$ cat config.mk
export PLATFORM = sky130hd
export DESIGN_NAME = ricr_regs
export DESIGN_NICKNAME = d
export VERILOG_FILES = /design/src/verilog/ricr_pkg.sv /design/src/verilog/ricr_regs.sv /design/src/verilog/ricr_cfg_pick.sv
export SDC_FILE = /design/constraint.sdc
export NUM_CORES = 1
export LEC_CHECK = 0
export ABC_CLOCK_PERIOD_IN_PS = 5000
export BUFFER_PORTS_ARGS = -buffer_cell sky130_fd_sc_hd__buf_2
export CAP_MARGIN = 10
export CORE_MARGIN = 4
export CORE_UTILIZATION = 40
export DETAILED_ROUTE_END_ITERATION = 12
export HOLD_SLACK_MARGIN = 0.03
export PLACE_DENSITY = 0.71
export SLEW_MARGIN = 20
export SYNTH_ARGS = -nofsm -noshare
export SYNTH_HDL_FRONTEND = slang
export SYNTH_SLANG_ARGS = --single-unit
export TNS_END_PERCENT = 10
$ cat constraint.sdc
create_clock -name hclk -period 5 [get_ports hclk]
set_clock_uncertainty 0.2 [all_clocks]
set_input_delay 0.5 -clock hclk [delete_from_list [all_inputs] [get_ports hclk]]
set_output_delay 0.5 -clock hclk [all_outputs]
set_load 0.005 [all_outputs]
$ cat src/verilog/ricr_pkg.sv
// Purpose: Shared constants for the reference input configuration bank
// Assumes: AHB-Lite slave, 32-bit data, one register per aligned word
// Notes: Register offsets are word indices, not byte addresses
package ricr_pkg;
    // Register indices; byte address is four times the index
    localparam logic [7:0] RICR_IDX_RANK_13_14 = 8'h1E;
    localparam logic [7:0] RICR_IDX_IN1_SETUP = 8'h20;
    localparam logic [7:0] RICR_IDX_IN2_SETUP = 8'h21;
    localparam logic [7:0] RICR_IDX_VIEW_CTRL = 8'h4B;
    localparam logic [7:0] RICR_IDX_MON_STATUS = 8'h80;
    localparam int RICR_IDX_LSB = 2;
    localparam int RICR_IDX_W = 8;
    // Reset values per register; the rank register has one per view
    localparam logic [7:0] RICR_RST_RANK_MAIN = 8'hFE;
    localparam logic [7:0] RICR_RST_RANK_AUX = 8'h00;
    localparam logic [7:0] RICR_RST_SETUP = 8'h00;
    localparam logic [7:0] RICR_RST_VIEW = 8'h00;
    // Field layout
    localparam int RICR_PICK_LSB = 4;
    localparam int RICR_PICK_W = 2;
    localparam int RICR_PRIO_W = 4;
    localparam int RICR_VIEW_BIT = 4;
    localparam int RICR_NUM_CFG = 4;
    localparam logic [3:0] RICR_PRIO_OFF = 4'h0;
    // AHB-Lite codes
    localparam logic [1:0] RICR_HTRANS_NONSEQ = 2'h2;
    localparam logic [1:0] RICR_HTRANS_SEQ = 2'h3;
    localparam logic [2:0] RICR_HSIZE_WORD = 3'h2;
    typedef enum logic [1:0] {
        RICR_ST_IDLE = 2'b01,
        RICR_ST_DATA = 2'b10
    } ricr_state_t;
endpackage

$ cat src/verilog/ricr_regs.sv
// Purpose: Reference input priority and monitor configuration registers
// Assumes: AHB-Lite single word transfers, zero wait states, OKAY only
// Notes: Priority register has separate main-path and aux-path views
module ricr_regs (
    input wire logic hclk,
    input wire logic hresetn,
    input wire logic hsel,
    input wire logic [31:0] haddr,
    input wire logic [1:0] htrans,
    input wire logic hwrite,
    input wire logic [2:0] hsize,
    input wire logic [31:0] hwdata,
    input wire logic hready,
    output logic [31:0] hrdata,
    output logic hreadyout,
    output logic hresp,
    output logic [ricr_pkg::RICR_PRIO_W-1:0] in13_main_prio,
    output logic in13_main_enabled,
    output logic [ricr_pkg::RICR_PRIO_W-1:0] in13_aux_prio,
    output logic [ricr_pkg::RICR_NUM_CFG-1:0] in1_monitor_cfg_sel,
    output logic [ricr_pkg::RICR_NUM_CFG-1:0] in2_monitor_cfg_sel
);
    import ricr_pkg::*;

    // Reset images of the derived outputs, worked out from the register
    // reset values so that the two can never drift apart
    localparam logic EN13_RST =
        RICR_RST_RANK_MAIN[RICR_PRIO_W-1:0] != RICR_PRIO_OFF;
    localparam logic [RICR_NUM_CFG-1:0] PICK_RST =
        RICR_NUM_CFG'(1) << RICR_RST_SETUP[RICR_PICK_LSB +: RICR_PICK_W];

    // Does this index name a mapped register
    function automatic logic is_mapped(input logic [RICR_IDX_W-1:0] idx);
        is_mapped = (idx == RICR_IDX_RANK_13_14) ||
            (idx == RICR_IDX_IN1_SETUP) || (idx == RICR_IDX_IN2_SETUP) ||
            (idx == RICR_IDX_VIEW_CTRL) || (idx == RICR_IDX_MON_STATUS);
    endfunction

    ricr_state_t state_q, state_d;
    logic [RICR_IDX_W-1:0] idx_q, idx_d;
    logic wr_q, wr_d;
    logic [7:0] rank_main_q, rank_main_d;
    logic [7:0] rank_aux_q, rank_aux_d;
    logic [7:0] in1_q, in1_d;
    logic [7:0] in2_q, in2_d;
    logic [7:0] view_q, view_d;
    logic [31:0] rdata_q, rdata_d;
    logic [RICR_PRIO_W-1:0] p13m_q, p13m_d, p13a_q, p13a_d;
    logic en13_q, en13_d;
    logic [RICR_NUM_CFG-1:0] pick1_q, pick2_q;
    logic [RICR_NUM_CFG-1:0] pick1_w, pick2_w;
    logic take;
    logic [7:0] wbyte;
    logic aux_view;

    // Accept only valid word transfers while the bus is ready
    assign take = hsel && hready && (htrans == RICR_HTRANS_NONSEQ ||
        htrans == RICR_HTRANS_SEQ) && (hsize == RICR_HSIZE_WORD);
    assign wbyte = hwdata[7:0];
    assign aux_view = view_q[RICR_VIEW_BIT];

    // Address phase capture; data phase completes with no wait state
    always_comb begin
        state_d = RICR_ST_IDLE;
        idx_d = idx_q;
        wr_d = 1'b0;
        if (take) begin
            state_d = RICR_ST_DATA;
            idx_d = haddr[RICR_IDX_LSB +: RICR_IDX_W];
            wr_d = hwrite;
        end
    end

    // Register writes in the data phase
    always_comb begin
        rank_main_d = rank_main_q;
        rank_aux_d = rank_aux_q;
        in1_d = in1_q;
        in2_d = in2_q;
        view_d = view_q;
        if (state_q == RICR_ST_DATA && wr_q) begin
            case (idx_q)
                RICR_IDX_RANK_13_14: begin
                    if (aux_view) begin
                        rank_aux_d = wbyte;
                    end else begin
                        rank_main_d = wbyte;
                    end
                end
                RICR_IDX_IN1_SETUP: in1_d = wbyte;
                RICR_IDX_IN2_SETUP: in2_d = wbyte;
                RICR_IDX_VIEW_CTRL: view_d = wbyte;
                default: ;
            endcase
        end
    end

    // Read data for the next data phase; monitor status is read-only
    always_comb begin
        rdata_d = '0;
        if (take && !hwrite) begin
            case (haddr[RICR_IDX_LSB +: RICR_IDX_W])
                RICR_IDX_RANK_13_14:
                    rdata_d[7:0] = aux_view ? rank_aux_q : rank_main_q;
                RICR_IDX_IN1_SETUP: rdata_d[7:0] = in1_q;
                RICR_IDX_IN2_SETUP: rdata_d[7:0] = in2_q;
                RICR_IDX_VIEW_CTRL: rdata_d[7:0] = view_q;
                RICR_IDX_MON_STATUS:
                    rdata_d[7:0] = {pick2_q, pick1_q};
                default: rdata_d = '0;
            endcase
        end
    end

    always_comb begin
        p13m_d = rank_main_q[RICR_PRIO_W-1:0];
        p13a_d = rank_aux_q[RICR_PRIO_W-1:0];
        en13_d = (rank_main_q[RICR_PRIO_W-1:0] != RICR_PRIO_OFF);
    end

    ricr_cfg_pick u_pick1 (
        .sel(in1_q[RICR_PICK_LSB +: RICR_PICK_W]),
        .onehot(pick1_w)
    );
    ricr_cfg_pick u_pick2 (
        .sel(in2_q[RICR_PICK_LSB +: RICR_PICK_W]),
        .onehot(pick2_w)
    );

    // All state registered; reset loads documented defaults
    always_ff @(posedge hclk or negedge hresetn) begin
        if (!hresetn) begin
            state_q <= RICR_ST_IDLE;
            idx_q <= '0;
            wr_q <= 1'b0;
            rank_main_q <= RICR_RST_RANK_MAIN;
            rank_aux_q <= RICR_RST_RANK_AUX;
            in1_q <= RICR_RST_SETUP;
            in2_q <= RICR_RST_SETUP;
            view_q <= RICR_RST_VIEW;
            rdata_q <= '0;
            p13m_q <= RICR_RST_RANK_MAIN[RICR_PRIO_W-1:0];
            p13a_q <= RICR_RST_RANK_AUX[RICR_PRIO_W-1:0];
            en13_q <= EN13_RST;
            pick1_q <= PICK_RST;
            pick2_q <= PICK_RST;
        end else begin
            state_q <= state_d;
            idx_q <= idx_d;
            wr_q <= wr_d;
            rank_main_q <= rank_main_d;
            rank_aux_q <= rank_aux_d;
            in1_q <= in1_d;
            in2_q <= in2_d;
            view_q <= view_d;
            rdata_q <= rdata_d;
            p13m_q <= p13m_d;
            p13a_q <= p13a_d;
            en13_q <= en13_d;
            pick1_q <= pick1_w;
            pick2_q <= pick2_w;
        end
    end

    // Outputs straight from flops, hreadyout and hresp tied off; zero wait, always OKAY
    assign hrdata = rdata_q;
    assign hreadyout = 1'b1;
    assign hresp = 1'b0;
    assign in13_main_prio = p13m_q;
    assign in13_aux_prio = p13a_q;
    assign in13_main_enabled = en13_q;
    assign in1_monitor_cfg_sel = pick1_q;
    assign in2_monitor_cfg_sel = pick2_q;

    // Unmapped index in an address phase; a miss needs no logic of its own,
    // the zero default of the read mux already covers it
    logic unmapped_hit;
    assign unmapped_hit = take &&
        !is_mapped(haddr[RICR_IDX_LSB +: RICR_IDX_W]);
endmodule // ricr_regs

$ cat src/verilog/ricr_cfg_pick.sv
// Purpose: Turn a two-bit selector into a one-hot monitor configuration pick
// Assumes: Selector comes from a register in the same clock domain
// Notes: Combinational; the parent registers the result
module ricr_cfg_pick (
    input wire logic [ricr_pkg::RICR_PICK_W-1:0] sel,
    output logic [ricr_pkg::RICR_NUM_CFG-1:0] onehot
);
    import ricr_pkg::*;
    // One bit per shared leaky-bucket configuration
    always_comb begin
        onehot = '0;
        onehot[sel] = 1'b1;
    end
endmodule // ricr_cfg_pick

==> metrics.cfg <==
[drt]
drc=0
drt_iter0_drc=153
wl_um=7022
antenna_left=0
via_per_inst=5.041
vias=2067
wl_per_cell_um=17.13
first_pass_iters=5

[global_route]
grt_pass1_vias=2157
grt-ovfl-total=0
grt_max_degree=49
antenna_found_initial=0
grt_pass1_wl_um=11370
grt_util_all_layers_pct=15.20

[die]
rows=33
die-area_um2=9925
pin_count=125
fp.coreArea_um2=8175
die_y_um=99.63
die_w_um=99.63
start_util_pct=41.08

[placement]
gp_congestion=0.7282
portBuffers=49
hpwl_um=4868

[clock_network]
root_buffer=clkbuf_8
htreeDepth=3
postCtsResizedCells=0
cts.sinks=76
cts_setup_buffers=0
path_clk_slew_ns=0.08
cts_buffers=9
cts_tree=done
clock_latency_ns=0.35
clock_path_buffers=2

[yosys]
synthAdderAreaFrac_pct=0
synth_top_area_share_pct=46.20
muxShareOfSynthArea_pct=20.86
synth_cells=246
synthSimpleGateAreaFrac_pct=10.69
synth-main-ff-cell=dfrtp_1
syn_area_per_cell_um2=13.65
yosys_warnings=0
ys_top_cells_by_area=dfrtp_1 46%, mux2_2 18%, dfstp_2 11%
yosysTopAreaCell=dfrtp_1
yosys.area_share.xor_xnor_pct=0
synth_edf_count=0
ys_ff_latch=76
synth_common_cells=62 x dfrtp_1, 54 x mux2_2, 26 x buf_4, 14 x dfstp_2, 10 x nand2_1
synthDistinctLibCells=40
synth-compound-area-share_pct=3.912
synthArstFlopShare_pct=100.0
ys_seq_area_share_pct=57.15
synth_top_family_by_area=multiplexers
synth_area_um2=3358
synth.most_common_cell=dfrtp_1

[worst_setup_path]
slowest_stage=dfrtp_1
critPathKind=reg -> reg
path_max_fanout=11
start_kind=flop
critical_path.endpoint_type=flop
reg2reg_slack_ns=2.76
cp_cell_sequence=inv_1 > nand4bb_1 > mux2_2
critPathMaxStageDelay_ns=0.70
worst-path-buf-inv=1
cp.arrival_ns=2.28
crit_required_ns=5.03
cp_top_family=flip-flops

[sta]
report.final.slew_viol_count=0
hold_violations=0
relSlewSlack_pct=31.39
finalCriticalPeriod_ns=2.243
worst_pin_slew_ns=1.015
fmax_ghz=0.4458
rsz0062_at_grt=false
period_share_pct=44.86
setup_viol=0
fin_setup_tns_ns=0

[hold_path]
hold_path_class=in -> reg

[layout]
area_growth_pct=15.72
utilization_pct=47.54
num_antenna_cells=0
fillers=754
num-nets-final=374
drive_gt1_share_pct=46.23

[pwr]
cellLeakagePower_nw=1.842
power_density_nw_per_um2=347.4
max-vdd-ir-drop_mv=0.2055

[run]
cap_violations=0

[status]
status=completed

## metrics by stage
stage / worst slack [ns] / cells / area [µm²] / hold slack [ns] / power (mW)
6_report: 2.757 / 410 / 3886 / 0.1852 / 1.350
3_3_place_gp: 2.504 / 393 / 3613 / 0.1766 / 0.7502
5_1_grt: 2.620 / 410 / 3886 / 0.1838 / 1.404
2_1_floorplan: 3.068 / 270 / 3448 / 0.004409 / 0.7262
3_5_place_dp: 2.490 / 393 / 3613 / 0.1765 / 0.7551
4_1_cts: 2.716 / 410 / 3886 / 0.1745 / 1.360
## final timing paths
kind,startpoint,end,cells after the start
worst max-delay path,view_q[4]$_DFFE_PN0P_,rank_aux_q[0]$_DFFE_PN0P_,3
worst min-delay path,hwrite,wr_q$_DFF_PN0_,2
worst max register to register,view_q[4]$_DFFE_PN0P_,rank_aux_q[0]$_DFFE_PN0P_,3
worst min register to register,rank_aux_q[0]$_DFFE_PN0P_,in13_aux_prio[0]$_DFF_PN0_,0
max in group asynchronous,hresetn,rank_aux_q[7]$_DFFE_PN0P_,3
min in group asynchronous,hresetn,in13_aux_prio[3]$_DFF_PN0_,2
## logic make-up after synthesis
logic type	count (synthesis)
flops	76
mux	63
simple gates	53
buf+inv	35
compound gates	17
other cells	2
## layout make-up
cell class | count | area, µm² | area share, %
flip-flops and latches | 76 | 1919 | 49.39
multi-input cells | 159 | 1295 | 33.32
repair buffers | 52 | 270.3 | 6.954
clock inverters | 7 | 138.9 | 3.574
well taps | 105 | 131.4 | 3.381
clock buffers | 9 | 123.9 | 3.187
inverters | 2 | 7.507 | 0.1932
## state kept, by name, indices dropped and copies added, names as in the netlist, 8 cells and up
| name | cells |
|---|---|
| idx_q | 8 |
| view_q | 8 |
| rank_main_q | 8 |
| rank_aux_q | 8 |
| hrdata | 8 |
| in1_q | 8 |
| in2_q | 8 |
## where the power goes
part	switching [mW]	total [mW]	internal, mW
Clock	0.225	0.606	0.381
Sequential	0.0203	0.661	0.641
Combinational	0.0432	0.0823	0.0391
Total	0.289	1.35	1.06
## what timing repair did
item                       CTS  global route
hold endpoints to repair    23             0
hold buffers                 1             0
setup endpoints to repair    0             0
## metal layers
metal,global-route usage [%],vias to the layer above,share of wire (%),routed length [µm]
met1,19.38,1053,43,3023
li1,-,939,-,-
met2,25.05,63,50,3535
met4,6.092,0,1.9,135
met3,3.506,12,4.7,327
met5,0,-,0,0
## cells in the final DEF (no fill, tap or decap), types with 3 or more instances in the layout
cell	netlist	final
dfrtp_1	62	62
mux2_2	54	54
buf_2	3	49
conb_1	2	26
dfstp_2	14	14
nand2_1	10	10
clkbuf_8	0	9
mux2i_1	7	7
and2_1	6	6
a22oi_1	5	5
nand3_1	5	5
o221ai_1	5	5
o21ai_0	4	4
nor2b_1	4	4
nor2_1	4	4
bufinv_16	0	4
a221o_1	3	3
(Power assumes the default switching activity.)
